===== src/core/nss_pkg.sv =====
// Constants and types for the nibble swap and subtract unit
// Contract
// - Swap output: low nibble up, high down
// - Dest bit zero writes accumulator only
// - Dest bit one writes register back
// - Positive difference sets carry to one
// - Equal operands: zero result, carry one
// - Borrow clears carry, result wraps modulo 256
// - Register minus accumulator, placed by dest
// - Literal minus accumulator, always to accumulator
package nss_pkg;
   localparam int DATA_W = 8;
   localparam int NIB_W = 4;
   localparam int NIB_LO = 0;
   localparam int NIB_HI = 4;
   localparam int ADDR_W = 7;
   localparam logic [DATA_W-1:0] ACCUM_RST = 8'h00;
   localparam logic CARRY_RST = 1'h0;
   localparam logic DEST_ACCUM = 1'h0;
   localparam logic DEST_FILE = 1'h1;
   typedef enum logic [1:0] {
      NSS_OP_NONE,
      NSS_OP_NIBBLE_EXCHANGE,
      NSS_OP_FILE_MINUS_ACCUM,
      NSS_OP_LITERAL_MINUS_ACCUM
   } nss_op_e;
endpackage : nss_pkg


===== src/core/nss_subtractor.sv =====
// Eight-bit subtractor with not-borrow carry out
`timescale 1ns/100ps
module nss_subtractor (
   // Operands
   input wire logic [nss_pkg::DATA_W-1:0] i_minuend,
   input wire logic [nss_pkg::DATA_W-1:0] i_subtrahend,
   // Result
   output logic [nss_pkg::DATA_W-1:0] o_diff,
   output logic o_not_borrow
);
   logic [nss_pkg::DATA_W:0] wide;

   // Ninth bit of minuend plus inverted subtrahend plus one is not-borrow
   always_comb begin
      wide = {1'h0, i_minuend} + {1'h0, ~i_subtrahend} + 9'h001;
      o_diff = wide[nss_pkg::DATA_W-1:0];
      o_not_borrow = wide[nss_pkg::DATA_W];
   end
endmodule : nss_subtractor


===== src/core/nss_unit.sv =====
// Nibble exchange and subtract datapath with accumulator and carry
`timescale 1ns/100ps
module nss_unit (
   // Clock and reset
   input wire logic i_core_clk,
   input wire logic i_rst_n,
   // Decoded instruction, one per cycle
   input wire logic i_op_valid,
   input wire nss_pkg::nss_op_e i_op,
   input wire logic i_dest_sel,
   input wire logic [nss_pkg::ADDR_W-1:0] i_file_addr,
   input wire logic [nss_pkg::DATA_W-1:0] i_literal,
   // Register file read data for i_file_addr
   input wire logic [nss_pkg::DATA_W-1:0] i_file_rdata,
   // Register file write port
   output logic o_file_we,
   output logic [nss_pkg::ADDR_W-1:0] o_file_waddr,
   output logic [nss_pkg::DATA_W-1:0] o_file_wdata,
   // Accumulator and carry state
   output logic [nss_pkg::DATA_W-1:0] o_accum,
   output logic o_carry
);
   // Registered state
   logic [nss_pkg::DATA_W-1:0] accum_q;
   logic carry_q;
   logic file_we_q;
   logic [nss_pkg::ADDR_W-1:0] file_waddr_q;
   logic [nss_pkg::DATA_W-1:0] file_wdata_q;
   // Next values of the registered state
   logic [nss_pkg::DATA_W-1:0] accum_d;
   logic carry_d;
   logic file_we_d;
   logic [nss_pkg::ADDR_W-1:0] file_waddr_d;
   logic [nss_pkg::DATA_W-1:0] file_wdata_d;
   // Datapath
   logic [nss_pkg::DATA_W-1:0] swapped;
   logic [nss_pkg::DATA_W-1:0] minuend;
   logic [nss_pkg::DATA_W-1:0] diff;
   logic not_borrow;
   logic [nss_pkg::DATA_W-1:0] result_d;
   logic to_file_d;
   // Decoded instruction
   logic is_swap;
   logic is_file_sub;
   logic is_lit_sub;
   logic is_sub;
   logic is_op;
   logic accum_we;
   logic carry_we;

   // Idle and unknown codes decode to no operation
   always_comb begin
      is_swap = 1'h0;
      is_file_sub = 1'h0;
      is_lit_sub = 1'h0;
      case (i_op)
         nss_pkg::NSS_OP_NIBBLE_EXCHANGE: begin
            is_swap = i_op_valid;
         end
         nss_pkg::NSS_OP_FILE_MINUS_ACCUM: begin
            is_file_sub = i_op_valid;
         end
         nss_pkg::NSS_OP_LITERAL_MINUS_ACCUM: begin
            is_lit_sub = i_op_valid;
         end
         default: begin
            is_swap = 1'h0;
         end
      endcase
   end

   assign is_sub = is_file_sub || is_lit_sub;
   assign is_op = is_swap || is_sub;

   // Each bit of one nibble takes the same place in the other
   for (genvar b = 0; b < nss_pkg::NIB_W; b = b + 1) begin : g_swap
      assign swapped[nss_pkg::NIB_HI + b] =
         i_file_rdata[nss_pkg::NIB_LO + b];
      assign swapped[nss_pkg::NIB_LO + b] =
         i_file_rdata[nss_pkg::NIB_HI + b];
   end

   // Literal form takes the immediate as minuend
   always_comb begin
      if (is_lit_sub) begin
         minuend = i_literal;
      end else begin
         minuend = i_file_rdata;
      end
   end

   // Subtrahend is the live accumulator, so back-to-back ops chain
   nss_subtractor nss_subtractor_inst (
      .i_minuend(minuend),
      .i_subtrahend(accum_q),
      .o_diff(diff),
      .o_not_borrow(not_borrow)
   );

   // Swap bypasses the subtractor
   always_comb begin
      result_d = diff;
      case (i_op)
         nss_pkg::NSS_OP_NIBBLE_EXCHANGE: begin
            result_d = swapped;
         end
         nss_pkg::NSS_OP_FILE_MINUS_ACCUM: begin
            result_d = diff;
         end
         nss_pkg::NSS_OP_LITERAL_MINUS_ACCUM: begin
            result_d = diff;
         end
         default: begin
            result_d = diff;
         end
      endcase
   end

   // Literal form has no destination bit, so its select is ignored
   always_comb begin
      to_file_d = 1'h0;
      case (i_op)
         nss_pkg::NSS_OP_NIBBLE_EXCHANGE: begin
            to_file_d = (i_dest_sel == nss_pkg::DEST_FILE);
         end
         nss_pkg::NSS_OP_FILE_MINUS_ACCUM: begin
            to_file_d = (i_dest_sel == nss_pkg::DEST_FILE);
         end
         nss_pkg::NSS_OP_LITERAL_MINUS_ACCUM: begin
            to_file_d = 1'h0;
         end
         default: begin
            to_file_d = 1'h0;
         end
      endcase
   end

   // Write enables of the accumulator and carry
   assign accum_we = is_op && !to_file_d;
   assign carry_we = is_sub;

   // Accumulator holds when the result goes to the register file
   always_comb begin
      if (accum_we) begin
         accum_d = result_d;
      end else begin
         accum_d = accum_q;
      end
   end

   // Swap never touches carry
   always_comb begin
      if (carry_we) begin
         carry_d = not_borrow;
      end else begin
         carry_d = carry_q;
      end
   end

   // Write-back strobe lasts one cycle per file-destined op
   always_comb begin
      file_we_d = is_op && to_file_d;
   end

   // Address and data hold between writes for a slow register file
   always_comb begin
      if (file_we_d) begin
         file_waddr_d = i_file_addr;
         file_wdata_d = result_d;
      end else begin
         file_waddr_d = file_waddr_q;
         file_wdata_d = file_wdata_q;
      end
   end

   // Accumulator register
   always_ff @(posedge i_core_clk or negedge i_rst_n) begin
      if (!i_rst_n) begin
         accum_q <= nss_pkg::ACCUM_RST;
      end else begin
         accum_q <= accum_d;
      end
   end

   // Carry register, not-borrow sense
   always_ff @(posedge i_core_clk or negedge i_rst_n) begin
      if (!i_rst_n) begin
         carry_q <= nss_pkg::CARRY_RST;
      end else begin
         carry_q <= carry_d;
      end
   end

   // Registered strobe keeps the write port free of decode glitches
   always_ff @(posedge i_core_clk or negedge i_rst_n) begin
      if (!i_rst_n) begin
         file_we_q <= 1'h0;
      end else begin
         file_we_q <= file_we_d;
      end
   end

   // Write address register
   always_ff @(posedge i_core_clk or negedge i_rst_n) begin
      if (!i_rst_n) begin
         file_waddr_q <= '0;
      end else begin
         file_waddr_q <= file_waddr_d;
      end
   end

   // Write data register
   always_ff @(posedge i_core_clk or negedge i_rst_n) begin
      if (!i_rst_n) begin
         file_wdata_q <= '0;
      end else begin
         file_wdata_q <= file_wdata_d;
      end
   end

   assign o_file_we = file_we_q;
   assign o_file_waddr = file_waddr_q;
   assign o_file_wdata = file_wdata_q;
   assign o_accum = accum_q;
   assign o_carry = carry_q;
endmodule : nss_unit


===== config.mk =====
export PLATFORM = sky130hd
export DESIGN_NAME = nss_unit
export DESIGN_NICKNAME = d
export VERILOG_FILES = /design/src/core/nss_pkg.sv /design/src/core/nss_subtractor.sv /design/src/core/nss_unit.sv
export SDC_FILE = /design/constraint.sdc
export NUM_CORES = 1
export LEC_CHECK = 0
export CELL_PAD_IN_SITES_DETAIL_PLACEMENT = 0
export CELL_PAD_IN_SITES_GLOBAL_PLACEMENT = 1
export CORE_MARGIN = 1
export CORE_UTILIZATION = 40
export CTS_BUF_LIST = sky130_fd_sc_hd__clkbuf_16
export DETAILED_ROUTE_END_ITERATION = 8
export DONT_BUFFER_PORTS = 1
export PLACE_DENSITY_LB_ADDON = 0.1
export SLEW_MARGIN = 40
export SYNTH_ARGS = -nofsm -noshare
export SYNTH_HDL_FRONTEND = slang
export SYNTH_SLANG_ARGS = --single-unit

===== constraint.sdc =====
create_clock -name i_core_clk -period 2.2 [get_ports i_core_clk]
set_input_delay 0.11 -clock i_core_clk [delete_from_list [all_inputs] [get_ports i_core_clk]]
set_output_delay 0.11 -clock i_core_clk [all_outputs]
set_load 0.02 [all_outputs]

==> impl_metrics.tcl, run 1 <==
set metrics [dict create \
    r2r_slack_ps 200 \
    final_nets 216 \
    ys_types 37 \
    ys_warn_count 0 \
    cpMaxStageDelayCell "fa_2" \
    clockBufferDepth 2 \
    synth_edf_count 0 \
    fmax_mhz 479 \
    fin_skew_ps 3.52 \
    hold_path.startpoint "i_file_addr[1]" \
    finalPower_mw 2.41 \
    syn_area_per_cell_um2 10.3 \
    reg2reg_from "o_accum[0]" \
    cts_made_buffers 3 \
    leakage_nw 0.863 \
    rr_worst_depth 8 \
    period_share 0.949 \
    synth-seq-cells 25 \
    drv_cap 0 \
    cp-start-kind "input pin" \
    vdd_ir_drop_max_uv 571 \
    clkSinkCount 25 \
    drt_wl_total_um 3720 \
    antenna_found_initial 0 \
    grt_pass1_wl_um 5990 \
    grt_usage 0.188 \
    synthTopCellsByArea "dfrtp_1 (39%), ha_1 (8.6%), mux2_2 (7.8%), mux2_4 (5.7%), nor2_1 (3.8%)" \
    route.detailed.drc 0 \
    yosys.area.top_type_share 0.392 \
    rsz0062_at_grt "false" \
    cts-htree-levels 1 \
    start_util 0.426 \
    min_to "o_file_waddr[1]" \
    grt_start_max_net_pins 26 \
    cellPowerDensity_nw_per_um2 1260 \
    grt_overflow 0 \
    io-pin-count 54 \
    detailroute.via_count 1238 \
    yosysSeqAreaShare 0.392 \
    synthCells 155 \
    hold_class "in -> reg" \
    final.min_clock_period_ps 2090 \
    critical_path.most_common_cell "ha_1" \
    arrival_ps 2260 \
    cp_data_required_time_ps 2370 \
    holdPathStages 1 \
    max_slew_margin 0.586 \
    die_x_um 65.1 \
    die_h_um 65.1 \
    placementRows 22 \
    syn-num-nets 196 \
    clockRootBuffer "clkbuf_16" \
    path_clk_slew_ps 70 \
    tritoncts "done" \
    yosys.area.top_type "dfrtp_1" \
    first_iter_violations 32 \
    dp_hpwl_um 2790 \
    finalSetupViolCount 0 \
    wire_per_inst_um 16.7 \
    crit_type "in -> reg" \
    gp_congestion 0.900 \
    setup_tns_ps 0 \
    fin_util 0.509 \
    diodes 0 \
    first_pass_iters 4 \
    cp_slowest_stage_delay_ps 370 \
    ys.flop_type "dfrtp_1" \
    insertion_delay_ps 260 \
    critPathMaxFanout 7 \
    die-area_um2 4240 \
    yosysMostFrequentCell "dfrtp_1" \
    core_um2 3740 \
    status "finished clean" \
    ys_top_cells_by_count "dfrtp_1 (25), nor2_1 (16), inv_1 (14)" \
    async_flop_share 1.00 \
    port-buffer-count 0 \
    cp-end-kind "flop" \
    crit_path_cell_trace "ha_1 -> nand2_4 -> mux2i_1 -> ha_1 -> inv_1 -> fa_2 -> a211oi_2 -> nor2_1 -> nor4_1 -> nor4_2 -> a31oi_1" \
    hold_viol 0 \
    report.final.slew_viol_count 0 \
    postRouteAntennaNets 0 \
    r2r_end "o_accum[6]" \
    vias_per_cell 5.58 \
    syn_to_final_growth_pct 19.5 \
    grt_pass1_vias 1244 \
    drive_above_1_share 0.253 \
    syn_area_um2 1590 \
    worst_pin_slew_ps 620 \
]
## sequential cells by signal, summed over array words and instances (netlist names)
| signal | count |
|---|---|
| o_accum | 8 |
| o_file_wdata | 8 |
| o_carry | 1 |
| o_file_waddr | 7 |
| o_file_we | 1 |
## per-layer routing
layer / track usage / up-vias / wire (um)
met3: 0.0399 / 9 / 268
met1: 0.249 / 587 / 1640
met4: 0.0788 / 0 / 95
met2: 0.296 / 49 / 1710
met5: 0 / - / 0
li1: - / 593 / -
## through the flow
step	instances	setup slack, ps	hold WS (ps)	cell area (um^2)
after floorplan	155	86.5	-186	1610
after global placement	209	-79.1	-185	1720
after detailed placement	210	-123	-185	1730
after CTS	218	118	0.781	1860
after global routing	222	0.248	0.167	1900
final	222	112	2.74	1900
## kinds of logic after synthesis
group | Yosys count | synth area share
muxes | 19 | 0.147
buffers and inverters | 19 | 0.0526
adders and majority gates | 12 | 0.0989
AOI/OAI and AO/OA | 34 | 0.140
DFF | 25 | 0.392
xor gates and xnor gates | 1 | 0.00550
and+or+nand+nor | 45 | 0.163
## worst max-delay path by stage
| stage | startpoint | to | slack (ps) | cells past startpoint |
|---|---|---|---|---|
| floorplan | i_op[0] | o_accum[6] | 90 | 11 |
| global placement | i_op[0] | o_carry | -80 | 11 |
| detailed placement | i_op[0] | o_accum[6] | -120 | 11 |
| CTS | i_op[0] | o_accum[6] | 120 | 11 |
| global route | i_op[0] | o_accum[6] | 0.2 | 11 |
| finish | i_op[0] | o_accum[6] | 110 | 11 |
## placed cells by master, fill, tap and decap left out, types with 2 or more instances in the layout
| master | count |
|---|---|
| mux2i_1 | 2 |
| a211oi_1 | 2 |
| dlygate4sd3_1 | 6 |
| nand3b_1 | 2 |
| nand2_1 | 6 |
| clkbuf_16 | 3 |
| nor2_1 | 16 |
| mux2_2 | 10 |
| a21boi_1 | 2 |
| nand2b_1 | 3 |
| dfrtp_1 | 25 |
| buf_4 | 13 |
| inv_1 | 15 |
| a21oi_1 | 10 |
| a31oi_1 | 5 |
| o31ai_2 | 2 |
| a21o_1 | 2 |
| o21ai_0 | 6 |
| mux2_4 | 7 |
| nand4bb_1 | 2 |
| ha_1 | 11 |
| nor4_2 | 2 |
| nand3_1 | 4 |
## layout make-up
cell class / instances / area, um^2
tap: 48 / 60.1
clock buffer: 3 / 75.1
inverter: 14 / 52.6
fill: 375 / 1840
sequential: 25 / 626
multi-input combinational: 111 / 910
clock inverter: 1 / 3.75
timing repair buffer: 20 / 178
## critical path, delay by kind of cell
| kind | cells | cell delay (ps) |
|---|---|---|
| adder cells (fa/ha/maj) | 3 | 780 |
| AND/OR/NAND/NOR | 4 | 690 |
| buffers and inverters | 1 | 50 |
| AO/OA/AOI/OAI | 2 | 420 |
| multiplexers | 1 | 220 |
## power breakdown
| part | leakage [nW] | internal (mW) | switching (mW) |
|---|---|---|---|
| clock network | 0.0423 | 0.243 | 0.159 |
| registers | 0.291 | 0.643 | 0.336 |
| logic | 0.529 | 0.505 | 0.522 |
| total | 0.863 | 1.39 | 1.02 |
## what timing repair did
| item | in CTS | in global routing |
|---|---|---|
| buffers inserted | 0 | 1 |
| gates resized for setup | 0 | 2 |
| hold endpoints to repair | 27 | 3 |
| endpoints found under the setup margin | 0 | 2 |
| hold buffers | 4 | 3 |
No activity file was read; power rests on OpenSTA's default activity.
==> run 2, diff against run 1 <==
--- a/config.mk
+++ b/config.mk
@@ -13,6 +13,7 @@
 export DETAILED_ROUTE_END_ITERATION = 8
 export DONT_BUFFER_PORTS = 1
 export PLACE_DENSITY_LB_ADDON = 0.1
+export SETUP_SLACK_MARGIN = 0.2
 export SLEW_MARGIN = 40
 export SYNTH_ARGS = -nofsm -noshare
 export SYNTH_HDL_FRONTEND = slang
==> run 2 against run 1 <==
Register-to-register slack better by 80 ps. First-iteration DRC count grew 130%. Critical path depth decreased by 4. Utilization up 0.57 points. Sequential power down 2.7%. Power increased by 1.1%. Largest power group unchanged. Final area rose by 1.1%. Clock skew grew 2.0 ps.
==> impl_metrics.tcl, run 2 (synthesized netlist as in run 1, its figures left out) <==
set metrics [dict create \
    status "finished clean" \
    final_common_cell "dfrtp_1" \
    cellPowerDensity_nw_per_um2 1260 \
    syn_to_final_growth_pct 20.8 \
    holdPathStages 1 \
    mostFrequentLayoutCells "dfrtp_1 (24), nor2_1 (15), inv_1 (14)" \
    detailroute.via_count 1188 \
    r2r_slack_ps 280 \
    cts-htree-levels 1 \
    gp_congestion 0.783 \
    tritoncts "done" \
    path_clk_slew_ps 60 \
    placementRows 22 \
    r2r_end "o_accum[7]" \
    worst_pin_slew_ps 470 \
    diodes 0 \
    clkSinkCount 25 \
    insertion_delay_ps 260 \
    reg2reg_from "o_accum[5]" \
    antenna_found_initial 0 \
    core_um2 3740 \
    cts_made_buffers 3 \
    grt_start_max_net_pins 26 \
    route.detailed.drc 0 \
    nFillCells 354 \
    rsz0062_at_grt "true" \
    grt_usage 0.176 \
    grt_overflow 0 \
    io-pin-count 54 \
    grt_pass1_wl_um 5560 \
    crit_type "reg -> reg" \
    final.min_clock_period_ps 1920 \
    final_area_um2 1930 \
    final_nets 214 \
    rr_worst_depth 7 \
    postPlaceCellArea_um2 1730 \
    leakage_nw 0.846 \
    period_share 0.874 \
    drive_above_1_share 0.273 \
    cp_data_required_time_ps 2390 \
    clockBufferDepth 2 \
    finalSetupViolCount 0 \
    vias_per_cell 5.40 \
    arrival_ps 2110 \
    first_iter_violations 74 \
    die_h_um 65.1 \
    max_slew_margin 0.686 \
    first_pass_iters 4 \
    cp-end-kind "flop" \
    register_area_um2 627 \
    wire_per_inst_um 16.4 \
    report.final.slew_viol_count 0 \
    drt_wl_total_um 3610 \
    start_util 0.426 \
    dp_hpwl_um 2750 \
    critPathMaxFanout 5 \
    hold_class "in -> reg" \
    cp-start-kind "flop" \
    port-buffer-count 0 \
    vdd_ir_drop_max_uv 557 \
    die-area_um2 4240 \
    drv_cap 0 \
    die_x_um 65.1 \
    clockRootBuffer "clkbuf_16" \
    setup_tns_ps 0 \
    postRouteAntennaNets 0 \
    hold_path.startpoint "i_file_addr[3]" \
    hold_viol 0 \
    fmax_mhz 520 \
    min_to "o_file_waddr[3]" \
    multi_input_area_um2 937 \
    fin_skew_ps 5.55 \
    grt_pass1_vias 1110 \
]
## run 2: cell types whose count changed in the layout (fill, tap and decap cells not counted), sizes merged
cell and change:
buf -2
## run 2: critical path, cell delays in order (launching register included)
cell	delay (ps)
dfrtp_1	480
inv_1	90
ha_1	360
or2_1	240
a21oi_1	210
a31oi_1	130
nand4bb_1	230
nand3b_1	110
## run 2: how the worst max path moves through the flow
stage | startpoint | end
after floorplan | i_op[0] | o_accum[6]
after global placement | i_op[0] | o_carry
after detailed placement | i_op[0] | o_accum[6]
after CTS | i_op[0] | o_carry
after global routing | o_accum[0] | o_accum[6]
final | o_accum[5] | o_accum[7]
## run 2: report_power, final
group	leakage [nW]	switching (mW)	internal, mW
clock	0.0423	0.154	0.243
sequential	0.291	0.308	0.645
combinational	0.513	0.569	0.514
## run 2: cell type report
cell class              count  area share
multi-input cells         111       0.487
flip-flops and latches     25       0.326
inverters                  14      0.0273
clock inverters             1     0.00195
clock buffers               3      0.0390
repair buffers             18      0.0884
well taps                  48      0.0312
## run 2: routing by layer
metal / part of all wire / global-route usage
met1: 0.47 / 0.240
met2: 0.46 / 0.276
met3: 0.061 / 0.0330
met4: 0.0039 / 0.0652
met5: 0 / 0
## run 2: stage by stage
step,std cells,total power [mW],hold WS (ps),worst slack [ps],util
floorplan,155,1.70,-186,183,-
global placement,206,1.97,-185,16.6,0.457
detailed placement,208,1.98,-185,-13.2,0.463
CTS,218,2.41,0.797,260,0.503
global route,220,2.61,3.11,152,0.514
finish,220,2.43,5.19,276,0.514
## run 2: timing repair
item                                    in CTS  in global routing
endpoints found under the setup margin       0                  9
hold buffers                                 6                  1
buffers inserted                             0                  1
gates resized for setup                      0                  5
endpoints found under the hold margin       29                  1
